File: src/design/compact_decoder_defines.vh
// Field positions, opcodes and flag layout for the compact instruction decoder
`ifndef COMPACT_DECODER_DEFINES_VH
`define COMPACT_DECODER_DEFINES_VH

`define INSTR_W         16
`define WORD_W          32
`define LOWREG_W        3
`define REGNUM_W        4
`define SHAMT_W         5
`define FLAGS_W         4

// Format recognition
`define FMT_TOP_HI      15
`define FMT_TOP_LO      13
`define FMT_SHIFT_TOP   3'h0
`define FMT_ADDSUB_HI   15
`define FMT_ADDSUB_LO   11
`define FMT_ADDSUB_CODE 5'h03

// Shift format fields
`define SH_OP_HI        12
`define SH_OP_LO        11
`define SH_AMT_HI       10
`define SH_AMT_LO       6
`define OP_LSL          2'h0
`define OP_LSR          2'h1
`define OP_ASR          2'h2
`define OP_RESV         2'h3

// Add/subtract fields
`define AS_IMM_BIT      10
`define AS_OP_BIT       9
`define AS_OPND_HI      8
`define AS_OPND_LO      6

// Common register fields
`define SRC_HI          5
`define SRC_LO          3
`define DST_HI          2
`define DST_LO          0

// Flag positions in the status word: N Z C V
`define FLAG_N          3
`define FLAG_Z          2
`define FLAG_C          1
`define FLAG_V          0

// Execution cycle count of the full-width equivalents
`define DATA_OP_CYCLES  2'h1

`endif

File: src/design/compact_shift_addsub_decoder.v
// Decode and execute of compact shift and add/subtract instructions
`include "compact_decoder_defines.vh"
`default_nettype none

module compact_shift_addsub_decoder
(
    // Clock and reset
    input  wire                 clk_sys,
    input  wire                 rst,
    input  wire                 clk_en,
    // From fetch stage
    input  wire                 instr_valid,
    input  wire [`INSTR_W-1:0]  instr,
    // Register file read data, addressed by rd_addr_*_r
    input  wire [`WORD_W-1:0]   rd_data_a,
    input  wire [`WORD_W-1:0]   rd_data_b,
    // Current status flags
    input  wire [`FLAGS_W-1:0]  program_status_word,
    // Register file read addresses
    output reg  [`REGNUM_W-1:0] rd_addr_a_r,
    output reg  [`REGNUM_W-1:0] rd_addr_b_r,
    // Register file write
    output reg                  wr_en_r,
    output reg  [`REGNUM_W-1:0] wr_addr_r,
    output reg  [`WORD_W-1:0]   wr_data_r,
    // Status flag update
    output reg                  flags_wr_r,
    output reg  [`FLAGS_W-1:0]  flags_r,
    // Handshake to fetch and execute
    output reg                  busy_r,
    output reg                  unsupported_r
);

    // *****************************************************************
    // States
    // *****************************************************************
    localparam [2:0] ST_IDLE = 3'h1;
    localparam [2:0] ST_EXEC = 3'h2;
    localparam [2:0] ST_DONE = 3'h4;

    // *****************************************************************
    // Helpers
    // *****************************************************************
    // Widen a 3-bit field to a register number: always 0..7
    function [`REGNUM_W-1:0] low_reg;
        input [`LOWREG_W-1:0] f;
        begin
            low_reg = {1'b0, f};
        end
    endfunction

    function [`FLAGS_W-1:0] nz_flags;
        input [`WORD_W-1:0] r;
        input               c;
        input               v;
        begin
            nz_flags = {r[`WORD_W-1], r == {`WORD_W{1'b0}}, c, v};
        end
    endfunction

    // *****************************************************************
    // Decode of the incoming word
    // *****************************************************************
    // Opcode 11 under a zero top field belongs to add/subtract
    wire is_shift  = (instr[`FMT_TOP_HI:`FMT_TOP_LO] == `FMT_SHIFT_TOP) &&
                     (instr[`SH_OP_HI:`SH_OP_LO] != `OP_RESV);
    wire is_addsub = (instr[`FMT_ADDSUB_HI:`FMT_ADDSUB_LO] ==
                      `FMT_ADDSUB_CODE);

    // Sequencer state and the fields held for execute
    reg [2:0]            fsm_r;
    reg [2:0]            fsm_nxt;
    reg                  kind_shift_r;
    reg [1:0]            sh_op_r;
    reg [`SHAMT_W-1:0]   shift_amount_imm_r;
    reg                  imm_sel_r;
    reg                  sub_op_r;
    reg [`LOWREG_W-1:0]  small_imm_r;
    reg [`LOWREG_W-1:0]  dst_r;
    reg [1:0]            cyc_r;

    // *****************************************************************
    // Execute
    // *****************************************************************
    wire [`WORD_W-1:0] sh_res;
    wire               sh_c;

    shift_unit u_shift
    (
        .operand   (rd_data_a),
        .amount    (shift_amount_imm_r),
        .kind      (sh_op_r),
        .carry_in  (program_status_word[`FLAG_C]),
        .result    (sh_res),
        .carry_out (sh_c)
    );

    // Second operand: register or zero-extended immediate
    wire [`WORD_W-1:0] opnd_b = imm_sel_r ?
        {{(`WORD_W-`LOWREG_W){1'b0}}, small_imm_r} : rd_data_b;

    // Subtract as a + ~b + 1, so carry means no borrow
    wire [`WORD_W-1:0] b_eff = sub_op_r ? ~opnd_b : opnd_b;
    wire [`WORD_W:0]   sum   = {1'b0, rd_data_a} + {1'b0, b_eff} +
                               {{`WORD_W{1'b0}}, sub_op_r};
    wire               ovf   = (rd_data_a[`WORD_W-1] == b_eff[`WORD_W-1]) &&
                               (sum[`WORD_W-1] != rd_data_a[`WORD_W-1]);

    wire [`WORD_W-1:0] res   = kind_shift_r ? sh_res : sum[`WORD_W-1:0];
    wire [`FLAGS_W-1:0] fl   = kind_shift_r ?
        nz_flags(sh_res, sh_c, program_status_word[`FLAG_V]) :
        nz_flags(sum[`WORD_W-1:0], sum[`WORD_W], ovf);

    // *****************************************************************
    // Sequencer
    // *****************************************************************
    // One cycle to present read addresses, one to execute, like the
    // full-width data-processing form; nothing else is ever accepted
    always @*
    begin
        fsm_nxt = fsm_r;
        case (fsm_r)
            ST_IDLE:
                if (instr_valid && (is_shift || is_addsub))
                    fsm_nxt = ST_EXEC;
            ST_EXEC:
                if (cyc_r == `DATA_OP_CYCLES)
                    fsm_nxt = ST_DONE;
            ST_DONE:
                fsm_nxt = ST_IDLE;
            default:
                fsm_nxt = ST_IDLE;
        endcase
    end

    always @(posedge clk_sys)
    begin
        if (rst)
        begin
            fsm_r              <= ST_IDLE;
            kind_shift_r       <= 1'b0;
            sh_op_r            <= `OP_LSL;
            shift_amount_imm_r <= {`SHAMT_W{1'b0}};
            imm_sel_r          <= 1'b0;
            sub_op_r           <= 1'b0;
            small_imm_r        <= {`LOWREG_W{1'b0}};
            dst_r              <= {`LOWREG_W{1'b0}};
            cyc_r              <= 2'h0;
            rd_addr_a_r        <= {`REGNUM_W{1'b0}};
            rd_addr_b_r        <= {`REGNUM_W{1'b0}};
            wr_en_r            <= 1'b0;
            wr_addr_r          <= {`REGNUM_W{1'b0}};
            wr_data_r          <= {`WORD_W{1'b0}};
            flags_wr_r         <= 1'b0;
            flags_r            <= {`FLAGS_W{1'b0}};
            busy_r             <= 1'b0;
            unsupported_r      <= 1'b0;
        end
        else if (clk_en)
        begin
            fsm_r         <= fsm_nxt;
            // Busy mirrors the sequencer so fetch holds its next word
            busy_r        <= (fsm_nxt != ST_IDLE);
            wr_en_r       <= 1'b0;
            flags_wr_r    <= 1'b0;
            unsupported_r <= 1'b0;
            case (fsm_r)
                ST_IDLE:
                begin
                    cyc_r <= 2'h0;
                    if (instr_valid)
                    begin
                        // Other formats go to the full decoder; flag them
                        unsupported_r <= !(is_shift || is_addsub);
                        // Expand fields into an internal full-width op
                        kind_shift_r       <= is_shift;
                        sh_op_r            <= instr[`SH_OP_HI:`SH_OP_LO];
                        shift_amount_imm_r <= instr[`SH_AMT_HI:`SH_AMT_LO];
                        imm_sel_r          <= instr[`AS_IMM_BIT];
                        sub_op_r           <= instr[`AS_OP_BIT];
                        small_imm_r        <= instr[`AS_OPND_HI:`AS_OPND_LO];
                        dst_r              <= instr[`DST_HI:`DST_LO];
                        // Register fields are 3 bits: no high register reachable
                        rd_addr_a_r <= low_reg(instr[`SRC_HI:`SRC_LO]);
                        rd_addr_b_r <= low_reg(instr[`AS_OPND_HI:`AS_OPND_LO]);
                    end
                end
                ST_EXEC:
                begin
                    cyc_r <= cyc_r + 2'h1;
                    if (cyc_r == `DATA_OP_CYCLES)
                    begin
                        wr_en_r    <= 1'b1;
                        wr_addr_r  <= low_reg(dst_r);
                        wr_data_r  <= res;
                        // Both formats set flags; flag-preserving adds and
                        // high-register moves never decode here
                        flags_wr_r <= 1'b1;
                        flags_r    <= fl;
                    end
                end
                default:
                    cyc_r <= 2'h0;
            endcase
        end
    end

endmodule

`default_nettype wire

File: src/design/shift_unit.v
// Immediate barrel shifter with carry out
`include "compact_decoder_defines.vh"
`default_nettype none

module shift_unit
(
    // Operand
    input  wire [`WORD_W-1:0]  operand,
    input  wire [`SHAMT_W-1:0] amount,
    input  wire [1:0]          kind,
    input  wire                carry_in,
    // Result
    output reg  [`WORD_W-1:0]  result,
    output reg                 carry_out
);

    reg [`WORD_W:0] ext;

    always @*
    begin
        ext       = {`WORD_W+1{1'b0}};
        result    = operand;
        carry_out = carry_in;
        case (kind)
            `OP_LSL:
            begin
                // Amount zero keeps the old carry
                ext    = {1'b0, operand} << amount;
                result = ext[`WORD_W-1:0];
                if (amount != {`SHAMT_W{1'b0}})
                    carry_out = ext[`WORD_W];
            end
            `OP_LSR:
            begin
                // Encoded zero means a shift by 32
                if (amount == {`SHAMT_W{1'b0}})
                begin
                    result    = {`WORD_W{1'b0}};
                    carry_out = operand[`WORD_W-1];
                end
                else
                begin
                    ext       = {operand, 1'b0} >> amount;
                    result    = ext[`WORD_W:1];
                    carry_out = ext[0];
                end
            end
            `OP_ASR:
            begin
                if (amount == {`SHAMT_W{1'b0}})
                begin
                    result    = {`WORD_W{operand[`WORD_W-1]}};
                    carry_out = operand[`WORD_W-1];
                end
                else
                begin
                    ext       = $signed({operand, 1'b0}) >>> amount;
                    result    = ext[`WORD_W:1];
                    carry_out = ext[0];
                end
            end
            default:
            begin
                result    = operand;
                carry_out = carry_in;
            end
        endcase
    end

endmodule

`default_nettype wire

File: config.mk
export PLATFORM = sky130hd
export DESIGN_NAME = compact_shift_addsub_decoder
export DESIGN_NICKNAME = d
export VERILOG_FILES = /design/src/design/compact_shift_addsub_decoder.v /design/src/design/shift_unit.v
export VERILOG_INCLUDE_DIRS = /design/src /design/src/design
export SDC_FILE = /design/constraint.sdc
export NUM_CORES = 1
export LEC_CHECK = 0
export BUFFER_PORTS_ARGS = -buffer_cell sky130_fd_sc_hd__clkbuf_2
export CAP_MARGIN = 0
export CORE_ASPECT_RATIO = 0.8
export CORE_UTILIZATION = 48
export DETAILED_ROUTE_END_ITERATION = 8
export MAX_ROUTING_LAYER = met4
export PLACE_DENSITY_LB_ADDON = 0.2
export SKIP_LAST_GASP = 1
export SYNTH_ARGS = -nofsm -noshare
export SYNTH_HDL_FRONTEND = slang
export SYNTH_SLANG_ARGS = --single-unit
export TNS_END_PERCENT = 20
File: constraint.sdc
create_clock -name clk_sys -period 5.85 [get_ports clk_sys]
set_input_delay 1.17 -clock clk_sys [delete_from_list [all_inputs] [get_ports clk_sys]]
set_output_delay 1.17 -clock clk_sys [all_outputs]
set_load 0.01 [all_outputs]
==> results of run 1 <==
[stage by stage]
step | utilization (%) | power (mW)
after floorplan | - | 1.203
after global placement | 53.03 | 1.573
after detailed placement | 53.03 | 1.572
after CTS | 54.52 | 2.100
after global routing | 54.53 | 2.230
final | 54.56 | 2.161
[worst max-delay path, cell delays in order]
cell and delay [ps]:
clkbuf_2 100, mux2i_4 290, mux2_2 390, fa_1 450
a211oi_1 250, o21ai_0 240, a211oi_2 400, nor3_1 140
o41ai_1 350, xnor2_1 190, or4_1 510, or4_1 550
o31ai_1 240
[logic make-up after synthesis]
kind of cell / count (synthesis)
multiplexers: 179
other: 1
adder cells (fa/ha/maj): 41
AND/OR/NAND/NOR: 435
AO/OA/AOI/OAI: 367
flip-flops: 60
XOR/XNOR: 66
buffers and inverters: 147
[power groups by stage]
stage / logic [mW] / registers, mW / clock network (mW)
after floorplan: 0.773 / 0.430 / 0
after global placement: 1.13 / 0.443 / 0
after detailed placement: 1.13 / 0.443 / 0
after CTS: 1.13 / 0.435 / 0.533
after global routing: 1.24 / 0.436 / 0.552
final: 1.19 / 0.436 / 0.532
[flip-flops by register name, indices dropped and copies added, names as in the netlist, 2 cells and up]
signal	flops
cyc_r	2
rd_addr_a_r	3
wr_data_r	32
flags_r	3
shift_amount_imm_r	5
dst_r	3
wr_addr_r	3
fsm_r	3
sh_op_r	2
[cell type report]
type                            instances  area [um2]
Fill cell                            1919        9128
Multi-Input combinational cell       1091        8124
Tap cell                              264       330.3
Inverter                               15       56.30
Clock buffer                            9       225.2
Clock inverter                          7       75.07
Sequential cell                        60        1215
Timing Repair Buffer                  168       925.9
Antenna cell                            3       7.507
[cell usage in the layout (no fill, tap or decap), types with 8 or more instances in the layout]
| master | netlist | layout |
|---|---|---|
| a211oi_1 | 32 | 32 |
| a21o_1 | 15 | 15 |
| a21oi_1 | 79 | 79 |
| a221oi_1 | 10 | 10 |
| a22oi_1 | 9 | 9 |
| a31oi_1 | 15 | 15 |
| and3_1 | 12 | 11 |
| buf_4 | 12 | 34 |
| clkbuf_16 | 0 | 9 |
| clkbuf_2 | 1 | 134 |
| dfxtp_1 | 60 | 55 |
| ha_1 | 40 | 40 |
| inv_1 | 15 | 14 |
| mux2_2 | 34 | 34 |
| mux2i_1 | 100 | 100 |
| mux4_2 | 44 | 44 |
| nand2_1 | 112 | 112 |
| nand2b_1 | 15 | 15 |
| nand3_1 | 27 | 27 |
| nand4_1 | 9 | 9 |
| nor2_1 | 135 | 135 |
| nor2b_1 | 38 | 38 |
| nor3_1 | 30 | 30 |
| o211ai_1 | 18 | 18 |
| o21a_1 | 8 | 8 |
| o21ai_0 | 71 | 71 |
| o22ai_1 | 20 | 20 |
| or2_2 | 9 | 9 |
| xnor2_1 | 50 | 50 |
| xor2_1 | 16 | 16 |
[cell usage after synthesis, types with 6 or more instances]
cell type | instances | area (um2)
a211o_1 | 7 | 61.31
a211oi_1 | 32 | 240.2
a21o_1 | 15 | 112.6
a21oi_1 | 79 | 395.4
a221oi_1 | 10 | 87.58
a22oi_1 | 9 | 67.56
a311oi_1 | 7 | 61.31
a31oi_1 | 15 | 93.84
and2_1 | 6 | 37.54
and3_1 | 12 | 75.07
buf_1 | 13 | 48.80
buf_2 | 23 | 115.1
buf_4 | 12 | 90.09
clkbuf_1 | 79 | 296.5
dfxtp_1 | 60 | 1201
ha_1 | 40 | 500.5
inv_1 | 15 | 56.30
mux2_2 | 34 | 382.9
mux2i_1 | 100 | 1001
mux4_2 | 44 | 991.0
nand2_1 | 112 | 420.4
nand2b_1 | 15 | 93.84
nand3_1 | 27 | 135.1
nand4_1 | 9 | 56.30
nor2_1 | 135 | 506.7
nor2b_1 | 38 | 237.7
nor3_1 | 30 | 150.1
o211ai_1 | 18 | 135.1
o21a_1 | 8 | 60.06
o21ai_0 | 71 | 355.3
o221ai_1 | 7 | 61.31
o22ai_1 | 20 | 125.1
o32a_1 | 6 | 60.06
o32ai_1 | 7 | 61.31
or2_2 | 9 | 56.30
or3_1 | 6 | 37.54
or4_1 | 7 | 52.55
xnor2_1 | 50 | 437.9
xor2_1 | 16 | 140.1
[path summary, 6_finish.rpt]
path                                       startpoint            to  slack [ps]  depth (start not counted)
worst max-delay path                     rd_data_b[0]    flags_r[2]         790                         13
worst min-delay path                     wr_data_r[7]  wr_data_r[7]         460                          2
worst max register to register  shift_amount_imm_r[3]    flags_r[2]        1150                         14
worst min register to register           wr_data_r[7]  wr_data_r[7]         460                          2
[metal layers]
layer	global-route usage, %	vias up
met4	17.04	0
met2	57.80	916
li1	-	4963
met1	58.28	5237
met3	16.35	145
met5	-	-
==> metrics, run 1 <==
Top Layer Used=met4; WHS=456.1 ps; # nets final=1474; status=finished, final reports clean; vias in the first global route=10099; die width=163.2 um; htree depth=3; compound-gate portion of the synthesized area=25.08%; DP Worst Slack=575.0 ps; Worst-path clk slew=60 ps; WL met3=7246 um; Die ar.=21360 um2; Worst Setup Start Kind=input pin; multiplexer area fraction after synthesis=24.04%; ys async rst share=0%; fin crit period=5056 ps; Hold Buf Count CTS=0; register bit count reported by yosys=60; fin crit share=86.42%; DRT iter0 DRCs=1702; global placement routability congestion=1.117; first-pass GRT wire length=65980 um; clock sinks=60; Post-Synthesis Cell Area=9973 um2; WL/cell=28.18 um; critical path type=in2reg; crit path DAT=5290 ps; combinational group share of total power=55.2%; DP Area=10650 um2; Via-to-Cell Ratio=6.964; Synth Area in Adders=5.219%; clock share of power=24.6%; fin area=10960 um2; yosys warns=0; I/O pins=140; total grt overflow=0; Syn Inst Count=1296; row count=46; actual slew at the worst max-slew pin=1212 ps; Inserted Clock Buffers=9; Net Sw Frac=45.41%; largest family of logic cells by synthesized area=compound AO/OA/AOI/OAI gates; vias after detailed routing=11261; final antenna-violating net count=0; leakage power=4.374 nW; Die Y-Extent=130.9 um; metal1 wirelength=18860 um; Pwr per Cell Area=197.2 nW/um2; number of max-cap violations=0; Cell variety after synth=90; CTS resizes=0; deepest clock path buffer count=2; final worst-path setup slack=794.4 ps; syn_area_per_cell=7.695 um2; port buffer count=134; Post-synth EDFFs=0; DR WL met2=17490 um; unrepaired setup endpoints after global routing=no; GRT Util Overall=43.47%; Final Hold Violating Endpoints=0; initial antenna violation count=1; endpoints failing setup=0; core footprint=20090 um2; Post-Route Skew=10.05 ps; final WL=45570 um; post-synthesis xor/xnor area fraction=5.796%; initial core utilization=49.65%; Final Non-Filler Cells=1617; worst vdd ir=0.0001706 V; CP Capture Type=register; final setup TNS=0 ps; hpwl dp=33800 um; cell count after placement=1598; Post-CTS Setup Inserts=0; Psw=0.9814 mW; Remaining DRCs=0; relative slew slack=18.61%; max-slew violations=0; Main synth FF type=dfxtp_1; CTS Root Cell=clkbuf_16; CTS tree=done; Reg power frac=20.2%; Synth Area in Simple Gates=21.20%; area grow syn2layout=9.886%; DR pass1 iterations=6; largest net degree at the start of global routing=58; share of cells above drive strength 1=21.63%; Hold Crit Class=reg2reg; register area share after synthesis=12.04%; CP required=6080 ps; Max Fclk=0.1978 GHz; cell-internal power=1.180 mW; Crit Path Max Fanout=5; Clock Latency Late Sink=330 ps
No activity file was read; power rests on OpenSTA's default activity.
==> run 2, diff against run 1 <==
--- a/config.mk
+++ b/config.mk
@@ -6,6 +6,7 @@
 export SDC_FILE = /design/constraint.sdc
 export NUM_CORES = 1
 export LEC_CHECK = 0
+export ABC_AREA = 1
 export BUFFER_PORTS_ARGS = -buffer_cell sky130_fd_sc_hd__clkbuf_2
 export CAP_MARGIN = 0
 export CORE_ASPECT_RATIO = 0.8
==> run 2 against run 1 <==
Compared with the run above: clock-buffer cell count is the same; via count grew 12%; first-iteration DRC count shrank 7.1%; core utilization shrank 0.56 points.
==> metrics, run 2 <==
first-pass GRT wire length=63690 um; slowest CP cell=inv_2; Cell variety after synth=47; fin crit share=67.92%; WL met3=6038 um; Final Non-Filler Cells=2095; Main synth FF type=dfxtp_1; fin area=10310 um2; vias after detailed routing=12563; initial core utilization=49.31%; most frequent CP cell=nand2_1; largest registers=wr_data_r x32, shift_amount_imm_r x5; hold path startpoint=wr_data_r[20]; most frequent cells in the layout=nand2_1, nand3_1, nor2_1; DR pass1 iterations=6; commonest cells in the netlist=nand2_1, nand3_1, nor2_1, a21oi_1, inv_1; Worst Setup Start Kind=register; max-slew violations=0; WHS Endpoint=wr_data_r[20]; register area share after synthesis=12.76%; unrepaired setup endpoints after global routing=no; worst vdd ir=0.0001419 V; Worst R2R Start=shift_amount_imm_r[4]; ranking of synthesized cells by area=nand2_1, nand3_1, dfxtp_1, a21oi_1, nor2_1; Worst-path clk slew=60 ps; WHS=464.1 ps; Post-synth EDFFs=0; actual slew at the worst max-slew pin=915.8 ps; final antenna-violating net count=0; CTS Root Cell=clkbuf_16; crit path DAT=4250 ps; Clock Latency Late Sink=340 ps; Inserted Clock Buffers=9; final WL=42360 um; Hold Crit Class=reg2reg; clock sinks=60; final worst-path setup slack=1877 ps; metal1 wirelength=18370 um; leakage power=5.378 nW; area leader, netlist=nand2_1; I/O pins=140; Reg2Reg Depth=23; endpoints failing setup=0; count leader, synth=nand2_1; Remaining DRCs=0; port buffer count=134; Top Layer Used=met4; final setup TNS=0 ps; Hold Buf Count CTS=0; multi-input logic area=7282 um2; WL/cell=20.22 um; syn_area_per_cell=5.333 um2; DRT iter0 DRCs=1581; CP Cell Sequence=buf_4 > inv_2 > nand2_1 > xor2_1 > inv_1 > ha_1 > a21oi_1 > nor2_1 > nor2_1 > nand2_1 > nand2_1 > nand2_1 > nand2_1 > nand2_1 > nand2_1 > nand2_1 > nor2_1 > nand3_1 > nor2_1 > nand4_1 > nand3_1 > nand2_1 > inv_1; Yosys top cell area share=23.05%; htree depth=3; # nets final=1960; total grt overflow=0; DP Area=10030 um2; GRT Util Overall=43.30%; core footprint=19090 um2; storage element area=1207 um2; Die Y-Extent=127.3 um; Buffers & Inverters on Critical Path=4; ys async rst share=0%; largest net degree at the start of global routing=68; CP required=6130 ps; row count=45; CTS tree=done; DP Worst Slack=1856 ps; Die ar.=20180 um2; Max Fclk=0.2517 GHz; area grow syn2layout=9.491%; DR WL met2=16180 um; yosys warns=0; relative slew slack=38.86%; critical path type=reg2reg; CP delay by family, top=simple AND/OR/NAND/NOR gates; CTS resizes=0; die width=158.6 um; Fillers=2115; CP Capture Type=register; status=finished, final reports clean; largest reg by FF count=wr_data_r; commonest non-fill, non-tap cell in the layout=nand2_1; worst hold stages=2; Worst path max stage delay=520 ps; initial antenna violation count=1; vias in the first global route=10863; worst reg2reg setup slack=1880 ps; share of cells above drive strength 1=11.11%; number of max-cap violations=0; Largest register FFs=32; Post-Route Skew=6.400 ps; global placement routability congestion=1.084; deepest clock path buffer count=2; Crit Path Max Fanout=35; cell count after placement=2078; Post-Synthesis Cell Area=9413 um2; fin crit period=3973 ps; Via-to-Cell Ratio=5.997; reg2reg end=flags_r[2]; Syn Inst Count=1765; register bit count reported by yosys=60; hpwl dp=32580 um; Pwr per Cell Area=227.1 nW/um2; Post-CTS Setup Inserts=0; Final Hold Violating Endpoints=0
[run 2: final cells by class]
| cell class | instances | share of cell area (%) |
|---|---|---|
| Antenna cell | 1 | 0.02428 |
| Clock buffer | 9 | 2.185 |
| Clock inverter | 7 | 0.5099 |
| Inverter | 118 | 4.322 |
| Multi-Input combinational cell | 1495 | 70.66 |
| Sequential cell | 60 | 11.72 |
| Tap cell | 258 | 3.132 |
| Timing Repair Buffer | 147 | 7.454 |
[run 2: stage by stage]
step	util (%)	total power, mW
after CTS	53.98	2.287
after global placement	52.53	1.792
final	54.00	2.341
after global routing	54.00	2.491
after detailed placement	52.53	1.794
after floorplan	-	1.369
[run 2: cell families after synthesis]
kind of cell | share of synthesized area (%)
flip-flops | 12.76
AO/OA/AOI/OAI | 14.06
buffers and inverters | 9.956
other | 0.03984
XOR/XNOR | 4.187
adder cells (fa/ha/maj) | 5.530
AND/OR/NAND/NOR | 53.46
[run 2: routing by layer]
layer	up-vias	GRT usage, %
li1	6001	-
met1	5617	60.12
met2	838	57.79
met3	107	13.67
met4	0	15.05
met5	-	-
[run 2: worst max-delay path by stage]
stage / startpoint / end / depth (start not counted)
CTS: shift_amount_imm_r[4] / flags_r[2] / 23
finish: shift_amount_imm_r[4] / flags_r[2] / 23
global placement: rd_data_a[0] / flags_r[2] / 23
detailed placement: rd_data_a[0] / flags_r[2] / 23
global route: shift_amount_imm_r[4] / flags_r[2] / 21
floorplan: rd_data_b[2] / flags_r[2] / 22
[run 2: power breakdown]
| group | internal (mW) | switching [mW] | total [mW] |
|---|---|---|---|
| combinational | 0.407 | 1.01 | 1.41 |
| clock | 0.288 | 0.201 | 0.489 |
| sequential | 0.418 | 0.0209 | 0.439 |
[run 2: worst register-to-register path, stage by stage, from the launching register on]
cell	delay, ps
dfxtp_1	290
buf_4	230
inv_2	540
nand2_1	150
xor2_1	400
inv_1	90
ha_1	360
a21oi_1	250
nor2_1	90
nor2_1	90
nand2_1	140
nand2_1	90
nand2_1	110
nand2_1	110
nand2_1	50
nand2_1	60
nand2_1	90
nor2_1	130
nand3_1	80
nor2_1	220
nand4_1	130
nand3_1	120
nand2_1	50
inv_1	40
==> run 3, diff against run 2 <==
--- a/config.mk
+++ b/config.mk
@@ -6,7 +6,7 @@
 export SDC_FILE = /design/constraint.sdc
 export NUM_CORES = 1
 export LEC_CHECK = 0
-export ABC_AREA = 1
+export ABC_AREA = 0
 export BUFFER_PORTS_ARGS = -buffer_cell sky130_fd_sc_hd__clkbuf_2
 export CAP_MARGIN = 0
 export CORE_ASPECT_RATIO = 0.8
==> constraint.sdc (replaced) <==
create_clock -name clk_sys -period 3.8 [get_ports clk_sys]
set_input_delay 0.76 -clock clk_sys [delete_from_list [all_inputs] [get_ports clk_sys]]
set_output_delay 0.76 -clock clk_sys [all_outputs]
set_load 0.01 [all_outputs]
==> run 3 against run 2 <==
Compared with the run above: the flow now finishes with violations (setup timing); clock-buffer cell count is 1 higher; sequential share of layout area is 2.7 points lower; non-clock buffer count increased by 314; die area up 5.9%; cell count fell by 9.0%; design area rose by 31%; critical endpoint unchanged; largest power group unchanged.
==> metrics, run 3 (synthesis results as in run 1) <==
Hold Buf Count CTS=0; clock sinks=60; Remaining DRCs=0; number of max-cap violations=0; port buffer count=134; largest registers=wr_data_r x32, shift_amount_imm_r x5; Via-to-Cell Ratio=6.823; vias after detailed routing=13011; final worst-path setup slack=-139.2 ps; vias in the first global route=11774; actual slew at the worst max-slew pin=1038 ps; Clock Latency Late Sink=330 ps; Post-Route Skew=8.663 ps; hpwl dp=40720 um; critical path type=reg2reg; final setup TNS=-276.1 ps; worst vdd ir=0.0003219 V; Reg power frac=16.2%; ant diodes=0; CP delay by family, top=buffers and inverters; share of cells above drive strength 1=36.94%; unrepaired setup endpoints after global routing=yes; largest reg by FF count=wr_data_r; area grow syn2layout=35.53%; Die ar.=21360 um2; largest net degree at the start of global routing=57; Buffers & Inverters on Critical Path=5; initial antenna violation count=0; total grt overflow=0; combinational group share of total power=63.9%; CP Capture Type=register; max-slew violations=0; Hold Crit Class=reg2reg; fin crit share=103.7%; CP required=4040 ps; cell-internal power=2.317 mW; Crit Path Max Fanout=14; DR pass1 iterations=6; htree depth=3; status=complete, but fails checks; die width=163.2 um; WL/cell=27.30 um; leakage power=5.902 nW; row count=46; GRT Util Overall=49.11%; storage element area=1215 um2; Inserted Clock Buffers=9; Worst Setup Start Kind=register; first-pass GRT wire length=74600 um; Max Fclk=0.2539 GHz; final antenna-violating net count=0; Die Y-Extent=130.9 um; Power Total=4.033 mW; Psw=1.716 mW; fin crit period=3939 ps; CTS tree=done; Largest register FFs=32; multi-input logic area=8257 um2; initial core utilization=49.65%; most frequent CP cell=buf_4; clock share of power=19.9%; commonest non-fill, non-tap cell in the layout=buf_4; Final Hold Violating Endpoints=0; I/O pins=140; crit path DAT=4180 ps; deepest clock path buffer count=2; CTS Root Cell=clkbuf_16; Worst path max stage delay=530 ps; global placement routability congestion=1.120; core footprint=20090 um2; most frequent cells in the layout=buf_4, nor2_1, clkbuf_2; CP Cell Sequence=buf_12 > buf_4 > mux4_2 > mux2_2 > o21ai_0 > buf_4 > o2111ai_1 > buf_4 > nand2_1 > or4bb_1 > nor4_1 > buf_4 > a22oi_1 > o31ai_1; Fillers=1585; relative slew slack=30.25%; # nets final=1767; Pwr per Cell Area=298.4 nW/um2; final WL=52060 um; slowest CP cell=mux4_2; endpoints failing setup=2; Net Sw Frac=42.54%; Worst-path clk slew=50 ps; violated checks=setup timing; DRT iter0 DRCs=2140
## run 3: changes by cell type in the layout (fill, tap and decap cells not counted), sizes merged, moves of 32 or more
cell,previous run,this run
a21oi,114,79
mux2,0,34
mux4,0,44
inv,118,16
nand2,583,112
nor2b,0,38
a211oi,1,33
buf,13,327
mux2i,0,101
nand3,381,27
xnor2,4,50
## run 3: path summary, 6_finish.rpt
kind	cells after the start	end	start	slack, ps
hold reg to reg	2	wr_data_r[18]	wr_data_r[18]	470
setup / recovery	14	flags_r[2]	shift_amount_imm_r[1]	-140
hold / removal	2	wr_data_r[18]	wr_data_r[18]	470
setup reg to reg	14	flags_r[2]	shift_amount_imm_r[1]	-140
## run 3: through the flow
step / setup WS, ps / instances / instance area [um2] / hold WS (ps) / util (%)
2_1_floorplan: -351.9 / 1298 / 10230 / 431.5 / -
3_3_place_gp: -520.2 / 1877 / 13010 / 435.7 / 64.76
3_5_place_dp: -597.2 / 1877 / 13010 / 453.3 / 64.76
4_1_cts: -64.30 / 1905 / 13460 / 470.3 / 67.01
5_1_grt: -223.0 / 1907 / 13520 / 488.9 / 67.29
6_report: -139.2 / 1907 / 13520 / 468.4 / 67.29
## run 3: cell type report
| class | count | area share, % |
|---|---|---|
| clock inverters | 6 | 0.4721 |
| repair buffers | 461 | 24.90 |
| inverters | 15 | 0.4166 |
| well taps | 264 | 2.444 |
| multi-input cells | 1091 | 61.08 |
| clock buffers | 10 | 1.694 |
| flip-flops and latches | 60 | 8.988 |
## run 3: worst register-to-register path, stage by stage, from the launching register on
cell	delay, ps
dfxtp_4	430
buf_12	160
buf_4	260
mux4_2	530
mux2_2	350
o21ai_0	490
buf_4	220
o2111ai_1	100
buf_4	220
nand2_1	60
or4bb_1	410
nor4_1	300
buf_4	170
a22oi_1	80
o31ai_1	80
## run 3: power by group through the flow
stage / Combinational, mW / Sequential (mW) / Clock (mW)
after floorplan: 1.22 / 0.663 / 0
after global placement: 2.31 / 0.665 / 0
after detailed placement: 2.33 / 0.666 / 0
after CTS: 2.42 / 0.653 / 0.804
after global routing: 2.66 / 0.655 / 0.836
final: 2.58 / 0.654 / 0.803
## run 3: layer usage
metal,GRT usage [%],up-vias,share of wire (%),wire (um)
li1,-,5547,-,-
met1,65.49,6067,40,20680
met2,67.82,1174,39,20440
met3,18.56,223,17,8695
met4,14.62,0,4.3,2243
met5,-,-,0,0
## run 3: timing repair
item / in CTS / in global routing
pin swaps: 7 / 8
resized for setup: 17 / 10
setup endpoints to repair: 1 / 7
setup buffers: 12 / 2
